--- config.mk ---
export PLATFORM = sky130hd
export DESIGN_NAME = pmwc_power_mode_wakeup_control
export DESIGN_NICKNAME = d
export VERILOG_FILES = /design/src/pmwc_pkg.sv /design/src/pmwc_power_mode_wakeup_control.sv
export SDC_FILE = /design/constraint.sdc
export NUM_CORES = 1
export LEC_CHECK = 0
export BUFFER_PORTS_ARGS = -buffer_cell sky130_fd_sc_hd__buf_2
export CAP_MARGIN = 20
export CORE_ASPECT_RATIO = 1.75
export CORE_MARGIN = 10
export CORE_UTILIZATION = 46
export DETAILED_ROUTE_END_ITERATION = 16
export PLACE_DENSITY = 0.76
export SETUP_SLACK_MARGIN = 0.15
export SYNTH_ARGS = -nofsm -noshare
export SYNTH_HDL_FRONTEND = slang
export SYNTH_SLANG_ARGS = --single-unit
--- constraint.sdc ---
create_clock -name aclk -period 1.8 [get_ports aclk]
set_input_delay 0.27 -clock aclk [delete_from_list [all_inputs] [get_ports aclk]]
set_output_delay 0.27 -clock aclk [all_outputs]
set_load 0.01 [all_outputs]
--- src/pmwc_pkg.sv ---
package pmwc_pkg;
    // register byte offsets
    localparam logic [7:0] MODE_OFFSET = 8'h00;
    localparam logic [7:0] CTRL_OFFSET = 8'h04;
    localparam logic [7:0] WAKE_OFFSET = 8'h08;
    localparam logic [7:0] STATUS_OFFSET = 8'h0C;
    // mode register fields
    localparam int HIGH_CLOCK_SELECT_BIT = 0;
    localparam int IDLE_ENABLE_BIT = 1;
    localparam int HRDY_BIT = 2;
    localparam int LRDY_BIT = 3;
    localparam int CKS_LSB = 5;
    // control register fields
    localparam int KEEP_BIT = 7;
    localparam int LOW_VOLTAGE_DETECTOR_ENABLE_BIT = 0;
    localparam int WDTEN_BIT = 1;
    // status register fields
    localparam int PDF_BIT = 0;
    localparam int TO_BIT = 1;
    localparam int MODE_LSB = 4;
    // reset values
    localparam logic [2:0] CKS_RESET = 3'h0;
    localparam logic HIGH_CLOCK_SELECT_RESET = 1'b1;
    localparam logic IDLE_ENABLE_RESET = 1'b1;
    localparam logic KEEP_RESET = 1'b0;
    // timing counts in cycles
    localparam int HRDY_MIN_CYCLES = 15;
    localparam int LXT_CYCLES = 1024;
    localparam int LOW_SPEED_INTERNAL_OSC_CYCLES = 2;
    localparam logic [1:0] RESP_OKAY = 2'h0;
    localparam logic [1:0] RESP_SLVERR = 2'h2;
    typedef enum logic [2:0] {
        PMWC_RUN = 3'b000,
        PMWC_DEEP_STOP = 3'b001,
        PMWC_LIGHT_STOP = 3'b010,
        PMWC_CLK_STOPPED_WAIT = 3'b011,
        PMWC_CLK_RUNNING_WAIT = 3'b100
    } pmwc_mode_e;
endpackage : pmwc_pkg

--- src/pmwc_power_mode_wakeup_control.sv ---
`timescale 1ns/1ps
module pmwc_power_mode_wakeup_control #(
    parameter int PORT_W = 8,
    parameter int IRQ_W = 8,
    parameter int LXT_WAIT = pmwc_pkg::LXT_CYCLES
) (
    // clock and reset
    input wire logic aclk,
    input wire logic aresetn,
    // axi4-lite write
    input wire logic [7:0] s_axi_awaddr,
    input wire logic s_axi_awvalid,
    output logic s_axi_awready,
    input wire logic [31:0] s_axi_wdata,
    input wire logic [3:0] s_axi_wstrb,
    input wire logic s_axi_wvalid,
    output logic s_axi_wready,
    output logic [1:0] s_axi_bresp,
    output logic s_axi_bvalid,
    input wire logic s_axi_bready,
    // axi4-lite read
    input wire logic [7:0] s_axi_araddr,
    input wire logic s_axi_arvalid,
    output logic s_axi_arready,
    output logic [31:0] s_axi_rdata,
    output logic [1:0] s_axi_rresp,
    output logic s_axi_rvalid,
    input wire logic s_axi_rready,
    // cpu core
    input wire logic halt_exec,
    input wire logic clear_wdt_exec,
    input wire logic [IRQ_W-1:0] irq_request,
    input wire logic [IRQ_W-1:0] irq_enable,
    input wire logic stack_full,
    input wire logic wdt_overflow,
    output logic cpu_halted,
    output logic resume_after_halt,
    output logic irq_vector_take,
    output logic pc_sp_reset,
    // port pins
    input wire logic [PORT_W-1:0] port_pins,
    // oscillators
    input wire logic sub_is_crystal,
    output logic high_osc_enable,
    output logic high_div_taps_enable,
    output logic sub_clk_enable,
    output logic sys_clk_enable,
    output logic time_base_clk_enable,
    output logic wdt_clk_enable,
    output logic wdt_counter_clear,
    output logic sys_clk_is_sub,
    output logic [2:0] high_div_log2
);
    // configuration and status
    logic [2:0] clock_divider_select_reg;
    logic high_clock_select_reg, idle_enable_reg, idle_sysclk_keep_running_reg;
    logic low_voltage_detector_enable_reg, wdt_enable_reg;
    logic [PORT_W-1:0] port_wake_enable_reg;
    logic power_down_flag_reg, watchdog_timeout_flag_reg;
    logic high_speed_ready_flag_reg, low_speed_ready_flag_reg;
    logic [10:0] lrdy_cnt_reg;
    logic [4:0] hrdy_cnt_reg;
    logic sub_active_reg;
    pmwc_pkg::pmwc_mode_e mode_reg, mode_next;
    logic [IRQ_W-1:0] irq_armed_reg;
    logic [PORT_W-1:0] pin_s1_reg, pin_s2_reg, pin_s3_reg;

    // sub-clock requested by divider field while high clock select is clear
    function automatic logic sub_code(input logic hl, input logic [2:0] cks);
        sub_code = !hl && (cks[2:1] == 2'b00);
    endfunction : sub_code

    wire want_sub = sub_code(high_clock_select_reg, clock_divider_select_reg);
    wire in_low_power = (mode_reg != pmwc_pkg::PMWC_RUN);
    wire port_fall = |(pin_s3_reg & ~pin_s2_reg & port_wake_enable_reg);
    wire [IRQ_W-1:0] irq_wake_vec = irq_request & irq_armed_reg;
    wire irq_wake = |irq_wake_vec;
    wire irq_serviceable = |(irq_wake_vec & irq_enable) && !stack_full;
    wire wake = in_low_power && (port_fall || irq_wake || wdt_overflow);
    wire sleep_ok = !(low_voltage_detector_enable_reg || wdt_enable_reg);

    // mode decision on halt
    always_comb begin
        mode_next = mode_reg;
        if (!in_low_power && halt_exec) begin
            if (idle_enable_reg) begin
                mode_next = idle_sysclk_keep_running_reg ? pmwc_pkg::PMWC_CLK_RUNNING_WAIT
                                                         : pmwc_pkg::PMWC_CLK_STOPPED_WAIT;
            end else if (sleep_ok) begin
                mode_next = pmwc_pkg::PMWC_DEEP_STOP;
            end else begin
                mode_next = pmwc_pkg::PMWC_LIGHT_STOP;
            end
        end else if (wake) begin
            mode_next = pmwc_pkg::PMWC_RUN;
        end
    end

    wire entering = !in_low_power && halt_exec;
    wire high_stopped = (mode_next == pmwc_pkg::PMWC_DEEP_STOP) || (mode_next == pmwc_pkg::PMWC_LIGHT_STOP)
        || (mode_next == pmwc_pkg::PMWC_CLK_STOPPED_WAIT);
    wire sub_select_done = want_sub && low_speed_ready_flag_reg;
    wire [2:0] div_log2 = 3'h7 - clock_divider_select_reg + 3'h1;

    // axi4-lite slave
    logic aw_hold_reg, w_hold_reg;
    logic [7:0] aw_addr_reg;
    logic [31:0] w_data_reg;
    logic [3:0] w_strb_reg;
    wire do_write = aw_hold_reg && w_hold_reg && !s_axi_bvalid;
    wire wr_mode = do_write && (aw_addr_reg == pmwc_pkg::MODE_OFFSET) && w_strb_reg[0];
    wire wr_ctrl = do_write && (aw_addr_reg == pmwc_pkg::CTRL_OFFSET) && w_strb_reg[0];
    wire wr_wake = do_write && (aw_addr_reg == pmwc_pkg::WAKE_OFFSET) && w_strb_reg[0];
    wire wr_known = (aw_addr_reg == pmwc_pkg::MODE_OFFSET) || (aw_addr_reg == pmwc_pkg::CTRL_OFFSET)
        || (aw_addr_reg == pmwc_pkg::WAKE_OFFSET) || (aw_addr_reg == pmwc_pkg::STATUS_OFFSET);
    wire [31:0] mode_word = {24'h0, clock_divider_select_reg, 1'b0, low_speed_ready_flag_reg,
        high_speed_ready_flag_reg, idle_enable_reg, high_clock_select_reg};
    wire [31:0] ctrl_word = {24'h0, idle_sysclk_keep_running_reg, 5'h0, wdt_enable_reg,
        low_voltage_detector_enable_reg};
    wire [31:0] wake_word = {{(32-PORT_W){1'b0}}, port_wake_enable_reg};
    wire [31:0] stat_word = {25'h0, mode_reg, 2'h0, watchdog_timeout_flag_reg, power_down_flag_reg};
    wire rd_take = s_axi_arvalid && s_axi_arready;
    logic [31:0] rd_word;
    logic rd_ok;
    always_comb begin
        rd_ok = 1'b1;
        if (s_axi_araddr == pmwc_pkg::MODE_OFFSET) begin
            rd_word = mode_word;
        end else if (s_axi_araddr == pmwc_pkg::CTRL_OFFSET) begin
            rd_word = ctrl_word;
        end else if (s_axi_araddr == pmwc_pkg::WAKE_OFFSET) begin
            rd_word = wake_word;
        end else if (s_axi_araddr == pmwc_pkg::STATUS_OFFSET) begin
            rd_word = stat_word;
        end else begin
            rd_word = 32'h0;
            rd_ok = 1'b0;
        end
    end

    always_ff @(posedge aclk) begin
        if (!aresetn) begin
            aw_hold_reg <= 1'b0;
            w_hold_reg <= 1'b0;
            aw_addr_reg <= 8'h00;
            w_data_reg <= 32'h0;
            w_strb_reg <= 4'h0;
            s_axi_awready <= 1'b0;
            s_axi_wready <= 1'b0;
            s_axi_bvalid <= 1'b0;
            s_axi_bresp <= pmwc_pkg::RESP_OKAY;
            s_axi_arready <= 1'b0;
            s_axi_rvalid <= 1'b0;
            s_axi_rdata <= 32'h0;
            s_axi_rresp <= pmwc_pkg::RESP_OKAY;
        end else begin
            s_axi_awready <= !aw_hold_reg && !s_axi_awready && s_axi_awvalid;
            s_axi_wready <= !w_hold_reg && !s_axi_wready && s_axi_wvalid;
            if (s_axi_awvalid && s_axi_awready) begin
                aw_hold_reg <= 1'b1;
                aw_addr_reg <= s_axi_awaddr;
            end
            if (s_axi_wvalid && s_axi_wready) begin
                w_hold_reg <= 1'b1;
                w_data_reg <= s_axi_wdata;
                w_strb_reg <= s_axi_wstrb;
            end
            if (do_write) begin
                aw_hold_reg <= 1'b0;
                w_hold_reg <= 1'b0;
                s_axi_bvalid <= 1'b1;
                s_axi_bresp <= wr_known ? pmwc_pkg::RESP_OKAY : pmwc_pkg::RESP_SLVERR;
            end else if (s_axi_bready) begin
                s_axi_bvalid <= 1'b0;
            end
            s_axi_arready <= !s_axi_arready && !s_axi_rvalid && s_axi_arvalid;
            if (rd_take) begin
                s_axi_rvalid <= 1'b1;
                s_axi_rdata <= rd_word;
                s_axi_rresp <= rd_ok ? pmwc_pkg::RESP_OKAY : pmwc_pkg::RESP_SLVERR;
            end else if (s_axi_rready) begin
                s_axi_rvalid <= 1'b0;
            end
        end
    end

    // configuration registers; entry changes none of them
    always_ff @(posedge aclk) begin
        if (!aresetn) begin
            clock_divider_select_reg <= pmwc_pkg::CKS_RESET;
            high_clock_select_reg <= pmwc_pkg::HIGH_CLOCK_SELECT_RESET;
            idle_enable_reg <= pmwc_pkg::IDLE_ENABLE_RESET;
            idle_sysclk_keep_running_reg <= pmwc_pkg::KEEP_RESET;
            low_voltage_detector_enable_reg <= 1'b0;
            wdt_enable_reg <= 1'b1;
            port_wake_enable_reg <= '0;
        end else begin
            if (wr_mode) begin
                clock_divider_select_reg <= w_data_reg[pmwc_pkg::CKS_LSB +: 3];
                high_clock_select_reg <= w_data_reg[pmwc_pkg::HIGH_CLOCK_SELECT_BIT];
                idle_enable_reg <= w_data_reg[pmwc_pkg::IDLE_ENABLE_BIT];
            end
            if (wr_ctrl) begin
                idle_sysclk_keep_running_reg <= w_data_reg[pmwc_pkg::KEEP_BIT];
                low_voltage_detector_enable_reg <= w_data_reg[pmwc_pkg::LOW_VOLTAGE_DETECTOR_ENABLE_BIT];
                wdt_enable_reg <= w_data_reg[pmwc_pkg::WDTEN_BIT];
            end
            if (wr_wake) begin
                port_wake_enable_reg <= w_data_reg[PORT_W-1:0];
            end
        end
    end

    // mode, flags, wake detection on the free-running clock
    always_ff @(posedge aclk) begin
        if (!aresetn) begin
            mode_reg <= pmwc_pkg::PMWC_RUN;
            power_down_flag_reg <= 1'b0;
            watchdog_timeout_flag_reg <= 1'b0;
            irq_armed_reg <= '0;
            pin_s1_reg <= '0;
            pin_s2_reg <= '0;
            pin_s3_reg <= '0;
        end else begin
            mode_reg <= mode_next;
            pin_s1_reg <= port_pins;
            pin_s2_reg <= pin_s1_reg;
            pin_s3_reg <= pin_s2_reg;
            if (entering) begin
                irq_armed_reg <= ~irq_request;
            end
            if (entering) begin
                power_down_flag_reg <= 1'b1;
            end else if (clear_wdt_exec) begin
                power_down_flag_reg <= 1'b0;
            end
            if (in_low_power && wdt_overflow) begin
                watchdog_timeout_flag_reg <= 1'b1;
            end else if (entering) begin
                watchdog_timeout_flag_reg <= 1'b0;
            end
        end
    end

    // ready flags
    always_ff @(posedge aclk) begin
        if (!aresetn) begin
            high_speed_ready_flag_reg <= 1'b0;
            hrdy_cnt_reg <= 5'h0;
            low_speed_ready_flag_reg <= 1'b0;
            lrdy_cnt_reg <= 11'h0;
            sub_active_reg <= 1'b0;
        end else begin
            if (high_stopped || (want_sub && sub_active_reg)) begin
                high_speed_ready_flag_reg <= 1'b0;
                hrdy_cnt_reg <= 5'h0;
            end else if (!high_speed_ready_flag_reg) begin
                hrdy_cnt_reg <= hrdy_cnt_reg + 5'h1;
                if (hrdy_cnt_reg == 5'(pmwc_pkg::HRDY_MIN_CYCLES - 1)) begin
                    high_speed_ready_flag_reg <= 1'b1;
                end
            end
            if (mode_next == pmwc_pkg::PMWC_DEEP_STOP) begin
                low_speed_ready_flag_reg <= 1'b0;
                lrdy_cnt_reg <= 11'h0;
            end else if (!low_speed_ready_flag_reg) begin
                lrdy_cnt_reg <= lrdy_cnt_reg + 11'h1;
                if (lrdy_cnt_reg == (sub_is_crystal ? 11'(LXT_WAIT - 1) : 11'(pmwc_pkg::LOW_SPEED_INTERNAL_OSC_CYCLES - 1))) begin
                    low_speed_ready_flag_reg <= 1'b1;
                end
            end
            sub_active_reg <= want_sub ? (sub_active_reg || sub_select_done) : 1'b0;
        end
    end

    // clock gating and cpu answers
    always_ff @(posedge aclk) begin
        if (!aresetn) begin
            high_osc_enable <= 1'b1;
            high_div_taps_enable <= 1'b1;
            sub_clk_enable <= 1'b1;
            sys_clk_enable <= 1'b1;
            time_base_clk_enable <= 1'b1;
            wdt_clk_enable <= 1'b1;
            wdt_counter_clear <= 1'b0;
            sys_clk_is_sub <= 1'b0;
            high_div_log2 <= 3'h0;
            cpu_halted <= 1'b0;
            resume_after_halt <= 1'b0;
            irq_vector_take <= 1'b0;
            pc_sp_reset <= 1'b0;
        end else begin
            high_osc_enable <= !(sub_active_reg || high_stopped);
            high_div_taps_enable <= !(sub_active_reg || high_stopped);
            sys_clk_is_sub <= sub_active_reg;
            high_div_log2 <= high_clock_select_reg ? 3'h0 : div_log2;
            sys_clk_enable <= (mode_next == pmwc_pkg::PMWC_RUN) || (mode_next == pmwc_pkg::PMWC_CLK_RUNNING_WAIT);
            time_base_clk_enable <= (mode_next == pmwc_pkg::PMWC_RUN) || (mode_next == pmwc_pkg::PMWC_CLK_RUNNING_WAIT)
                || (mode_next == pmwc_pkg::PMWC_CLK_STOPPED_WAIT);
            sub_clk_enable <= (mode_next != pmwc_pkg::PMWC_DEEP_STOP) || low_voltage_detector_enable_reg;
            wdt_clk_enable <= (mode_next != pmwc_pkg::PMWC_DEEP_STOP) && wdt_enable_reg;
            wdt_counter_clear <= entering || clear_wdt_exec;
            cpu_halted <= (mode_next != pmwc_pkg::PMWC_RUN);
            resume_after_halt <= wake && !wdt_overflow && !irq_serviceable;
            irq_vector_take <= wake && !wdt_overflow && !port_fall && irq_serviceable;
            pc_sp_reset <= wake && wdt_overflow;
        end
    end

    a_deep_clocks: assert property (@(posedge aclk) disable iff (!aresetn)
        (entering && !idle_enable_reg && sleep_ok) |=> !sys_clk_enable && !wdt_clk_enable && !time_base_clk_enable)
        else $error("deep stop left a clock running");
    a_pdf_entry: assert property (@(posedge aclk) disable iff (!aresetn)
        entering |=> power_down_flag_reg && !watchdog_timeout_flag_reg)
        else $error("entry flags wrong");
    a_to_overflow: assert property (@(posedge aclk) disable iff (!aresetn)
        (in_low_power && wdt_overflow) |=> watchdog_timeout_flag_reg ##0 pc_sp_reset)
        else $error("watchdog wake did not flag");
    a_lvd_no_deep: assert property (@(posedge aclk) disable iff (!aresetn)
        low_voltage_detector_enable_reg |-> mode_reg != pmwc_pkg::PMWC_DEEP_STOP || $past(entering) == 1'b0)
        else $error("deep stop with detector on");
    a_hrdy_delay: assert property (@(posedge aclk) disable iff (!aresetn)
        $rose(high_speed_ready_flag_reg) |-> $past(!high_speed_ready_flag_reg, 15))
        else $error("high ready too early");
    a_idle_run: assert property (@(posedge aclk) disable iff (!aresetn)
        (entering && idle_enable_reg && idle_sysclk_keep_running_reg) |=> sys_clk_enable && cpu_halted)
        else $error("running wait stopped clock");
    a_sub_after_ready: assert property (@(posedge aclk) disable iff (!aresetn)
        $rose(sub_active_reg) |-> $past(low_speed_ready_flag_reg))
        else $error("slow switch before ready");
    a_port_wake: assert property (@(posedge aclk) disable iff (!aresetn)
        (wake && port_fall && !wdt_overflow) |=> !pc_sp_reset && !irq_vector_take ##1 mode_reg == pmwc_pkg::PMWC_RUN)
        else $error("port wake misrouted");
endmodule : pmwc_power_mode_wakeup_control

# Word-level counts from Yosys, hierarchy flattened
# Index checks and enable logic that the tools add are counted.
# word_totals
ff_bits	146
latch_bits	0
mem_bits_rw	0
mem_bits_ro	0
input_bits	88
output_inout_bits	56
elab_cells	173
n_memories	0
# classes
n_addsub	4
n_mul	0
div	0
order_cmp	0
n_eq_ne	13
n_shift	0
muxes	28
bitwise	7
reduce_logical	77
# ops
cell	n
8-bit bitwise AND	4
8-bit by 4-bit == test with 1-bit output (second input constant)	4
1-bit logical AND	30
8-bit two-way mux	3
8-bit OR reduction	3
8-bit by 3-bit == test with 1-bit output (second input constant)	2
8-bit zero test	2
1-bit two-way mux	16
8-bit NOT	2
1-bit logical OR	15
1-bit zero test	14
3-bit two-way mux	4
11-bit by 1-bit adder with 11-bit output (second input constant)	1
11-bit by 10-bit == test with 1-bit output	1
10-bit two-way mux	1
2-bit nonzero test	4
2-bit OR reduction	4
7-bit two-way mux	1
3-bit by 2-bit == test with 1-bit output (second input constant)	2
2-bit two-way mux	3
3-bit nonzero test	2
5-bit by 1-bit adder with 5-bit output (second input constant)	1
5-bit by 4-bit == test with 1-bit output (second input constant)	1
3-bit by 1-bit adder with 3-bit output (second input constant)	1
other kinds (8)	8

# Logic depth before layout (Yosys ltp)
# logic_depth
ltp_word	14
ltp_mapped	8
depth_no_buf	6

# Least setup slack after synthesis
# OpenSTA, ideal clock, no wires.
# synth_path
path_type	reg2reg
startpoint	register aw_addr_reg[1]
endpoint	register wdt_enable_reg
setup_ns	0.129
t_arrival_ns	1.750
t_required_ns	1.671
setup_slack_ns	-0.079
path_stages_with_launch	8
path_buffers	1
synth_period_minus_slack_ns	1.879
cell_sequence	dfxtp_1 or4_1 nor3_2 nand3_2 or3b_1 buf_2 mux2i_1 nand2_1
# synth_between
elab_chain_len	3
# synth_rtl
item	line	text
start, declared	pmwc_power_mode_wakeup_control.sv:107	logic [7:0] aw_addr_reg;
start signal, assigned	pmwc_power_mode_wakeup_control.sv:161	aw_addr_reg <= s_axi_awaddr;
8-bit by 3-bit == test with 1-bit output	pmwc_power_mode_wakeup_control.sv:112	wire wr_ctrl = do_write && (aw_addr_reg == pmwc_pkg::CTRL_OFFSET) && w_strb_reg[0];
1-bit logical AND (2 in a row)	pmwc_power_mode_wakeup_control.sv:112	
end signal, assigned	pmwc_power_mode_wakeup_control.sv:206	wdt_enable_reg <= w_data_reg[pmwc_pkg::WDTEN_BIT];
end, declared	pmwc_power_mode_wakeup_control.sv:57	logic low_voltage_detector_enable_reg, wdt_enable_reg;
# Every way passes these cells.
# A chain may end at the register's enable or synchronous reset.

# Worst setup path after layout
# layout_path
startpoint	register aw_addr_reg[6]
endpoint	register port_wake_enable_reg[0]
# layout_between
elab_chain_len	3
# layout_rtl
item	line	text
8-bit by 4-bit == test with 1-bit output	pmwc_power_mode_wakeup_control.sv:113	wire wr_wake = do_write && (aw_addr_reg == pmwc_pkg::WAKE_OFFSET) && w_strb_reg[0];
1-bit logical AND (2 in a row)	pmwc_power_mode_wakeup_control.sv:113	
end signal, assigned	pmwc_power_mode_wakeup_control.sv:209	port_wake_enable_reg <= w_data_reg[PORT_W-1:0];
end, declared	pmwc_power_mode_wakeup_control.sv:58	logic [PORT_W-1:0] port_wake_enable_reg;
# Every way passes these cells.

==> metrics.cfg <==
[logic_synthesis]
synth_cells=518
yosysWarningCount=0
synthTopCellsByArea=dfxtp_1, nor2_1, mux2i_1, buf_4, nand2_1
synth.cell_area_um2=4800
syn_area_per_cell_um2=9.27
yosysTopAreaCell=dfxtp_1
async_flop_share_pct=0
synth-edff-count=0
synthFlopType=dfxtp_1
yosys.cell_types.count=52
ys_ff_latch=120
netlist.area_leader.share_pct=50.0
yosysSeqAreaShare_pct=50.0

[timing]
setup_viol=37
hold_slack_ps=62.5
fmax_mhz=504
final_max_slew_viol_count=0
tns_ps=-3130
finalHoldViolations=0
clock-skew-final_ps=6.08
worstMarginPinSlew_ps=570
period_needed_ps=1980
slew_headroom_pct=61.6
finalCritPeriodShare_pct=110
rsz0062_at_grt=true
fin_ws_ps=-182

[route]
drt_iter0_drc=203
dr.pass1.iters=6
wire_per_inst_um=15.7
num_vias=4035
viasPerCell=5.15
drcViolationCount=0
wirelength_um=12300
ant_nets=0

[die]
dieHeight_um=155
core_area_um2=10200
io_pins=144
num_rows=49
die-area_um2=15100
initial_core_util_pct=46.9
die_width_um=97.2

[clock_tree]
clk_latency_ps=410
clockRootBuffer=clkbuf_16
clock_sinks=120
htreeDepth=4
max-clock-path-buffers=2
cts_made_buffers=17
clk_pin_slew_worst_paths_ps=50
cts_tree=yes

[hold_path]
worstHoldPathType=in -> reg

[layout]
multi_input_area_um2=2310
largest_register_ffs=11
drive_gt1_share_pct=31.8
num-fill-cells=842
final_common_cell=dfxtp_1
ff_latch_area_um2=2410
final_net_count=736
area_growth_pct=32.4
finalNonFillerCells=784
final_core_util_pct=62.1
final_cell_mix=dfxtp_1, buf_2, nor2_1, nand2_1, buf_4

[worst_setup_path]
startpoint_type=flip-flop
crit_path_cell_trace=or4_4, nor3_4, nand3_2, nor3b_2, buf_6, mux2i_1, nor2_1
slowest_delay_ps=540
end_kind=flip-flop
path_max_fanout=8
cp.buffers_inverters=1
critical-path-top-delay-family=simple AND/OR/NAND/NOR gates
critical_path_arrival_ps=2280
cp.required_ps=2090
crit_slowest_cell=or4_4
critPathKind=reg -> reg

[placed_design]
place.gp.congestion=0.871
hpwlAfterDp_um=9070
port-buffer-count=90
dp.cells=747

[global_route]
grt.total_usage_pct=16.2
grt_pass1_wl_um=20100
grt_overflow=0
grt_max_degree=29
grt_pass1_vias=4200
antenna_found_initial=1

[status]
violations=setup timing
outcome=finished with violations

[power_and_ir_drop]
p_per_area_nw_per_um2=1080
vdd_drop_max_mv=1.05
totalPowerFinal_mw=6.84
leakage_nw=2.65

[flow_run]
max-cap-violations=0

-- report_power, final --
part	internal, mW	total [mW]	switching, mW	leakage (nW)
Combinational	0.316	0.674	0.359	1.37
Clock	2.21	3.32	1.11	0.291
Sequential	2.76	2.84	0.0757	0.980
Total	5.29	6.84	1.55	2.65
-- path summary, 6_finish.rpt --
check / start / end / slack, ps / cells after the start
min: port_pins[4] / pin_s1_reg[4] / 60 / 2
min reg2reg: pin_s1_reg[1] / pin_s2_reg[1] / 430 / 1
max reg2reg: aw_addr_reg[6] / port_wake_enable_reg[0] / -180 / 7
max: aw_addr_reg[6] / port_wake_enable_reg[0] / -180 / 7
-- synth_stat cells (2+ instances only) --
cell type and instances:
and3_1 5, nand2b_1 2, buf_2 3, o21ai_0 6
nand3_1 26, o21bai_1 2, nor2b_1 3, and2_1 24
nand3b_1 4, clkbuf_1 20, nor3b_1 2, dfxtp_1 120
a211oi_1 21, nand4_1 6, xnor2_1 6, nor4_1 6
a311oi_1 2, a21oi_1 30, nand2_1 48, mux2i_1 23
buf_4 28, nor3_2 2, a31oi_1 2, inv_1 12
nor2_1 62, a22oi_1 5, xor2_1 9, nand4b_1 3
nor3_1 8, ha_1 4, and3b_1 2, mux4_2 2
-- worst register-to-register path: stages (launching register included) --
cell     delay (ps)
dfxtp_1         310
or4_4           540
nor3_4          180
nand3_2         140
nor3b_2         230
buf_6           180
mux2i_1         220
nor2_1           60
-- final cells by class --
| type | count | area share [%] |
|---|---|---|
| Antenna cell | 2 | 0.0787 |
| Clock buffer | 20 | 7.18 |
| Clock inverter | 10 | 2.01 |
| Inverter | 13 | 0.767 |
| Multi-Input combinational cell | 358 | 36.3 |
| Sequential cell | 120 | 37.8 |
| Tap cell | 127 | 2.50 |
| Timing Repair Buffer | 134 | 13.3 |
-- metrics by stage --
step	worst slack, ps	instance area [um^2]
after floorplan	-78.6	4970
after global placement	-155	5580
final	-182	6360
after detailed placement	-206	5580
after CTS	-205	6300
after global routing	-281	6350
-- repair_timing --
item,4_1_cts,5_1_grt
gates cloned,0,0
hold buffers,0,0
endpoints found under the setup margin,41,44
gates resized for setup,23,13
pin swaps,17,9
buffers inserted,3,2
-- cells by family (layout without fill, tap and decap cells) --
family	count (synthesis)	in the layout	synth area share [%]
mux	25	25	5.73
flops	120	120	50.0
other cells	1	28	0.0781
fa+ha+maj	4	4	1.04
buf+inv	65	177	7.50
simple gates	208	208	21.3
compound gates	80	80	11.6
xor+xnor	15	15	2.74
-- per-layer routing --
metal	share of wire, %	up-vias	GRT usage [%]	routed length, um
li1	-	1988	-	-
met1	36	1907	15.1	4460
met2	57	117	31.3	6960
met3	4.8	23	4.48	593
met4	2.2	0	8.07	269
met5	0	-	0	0
(Power assumes the default switching activity.)
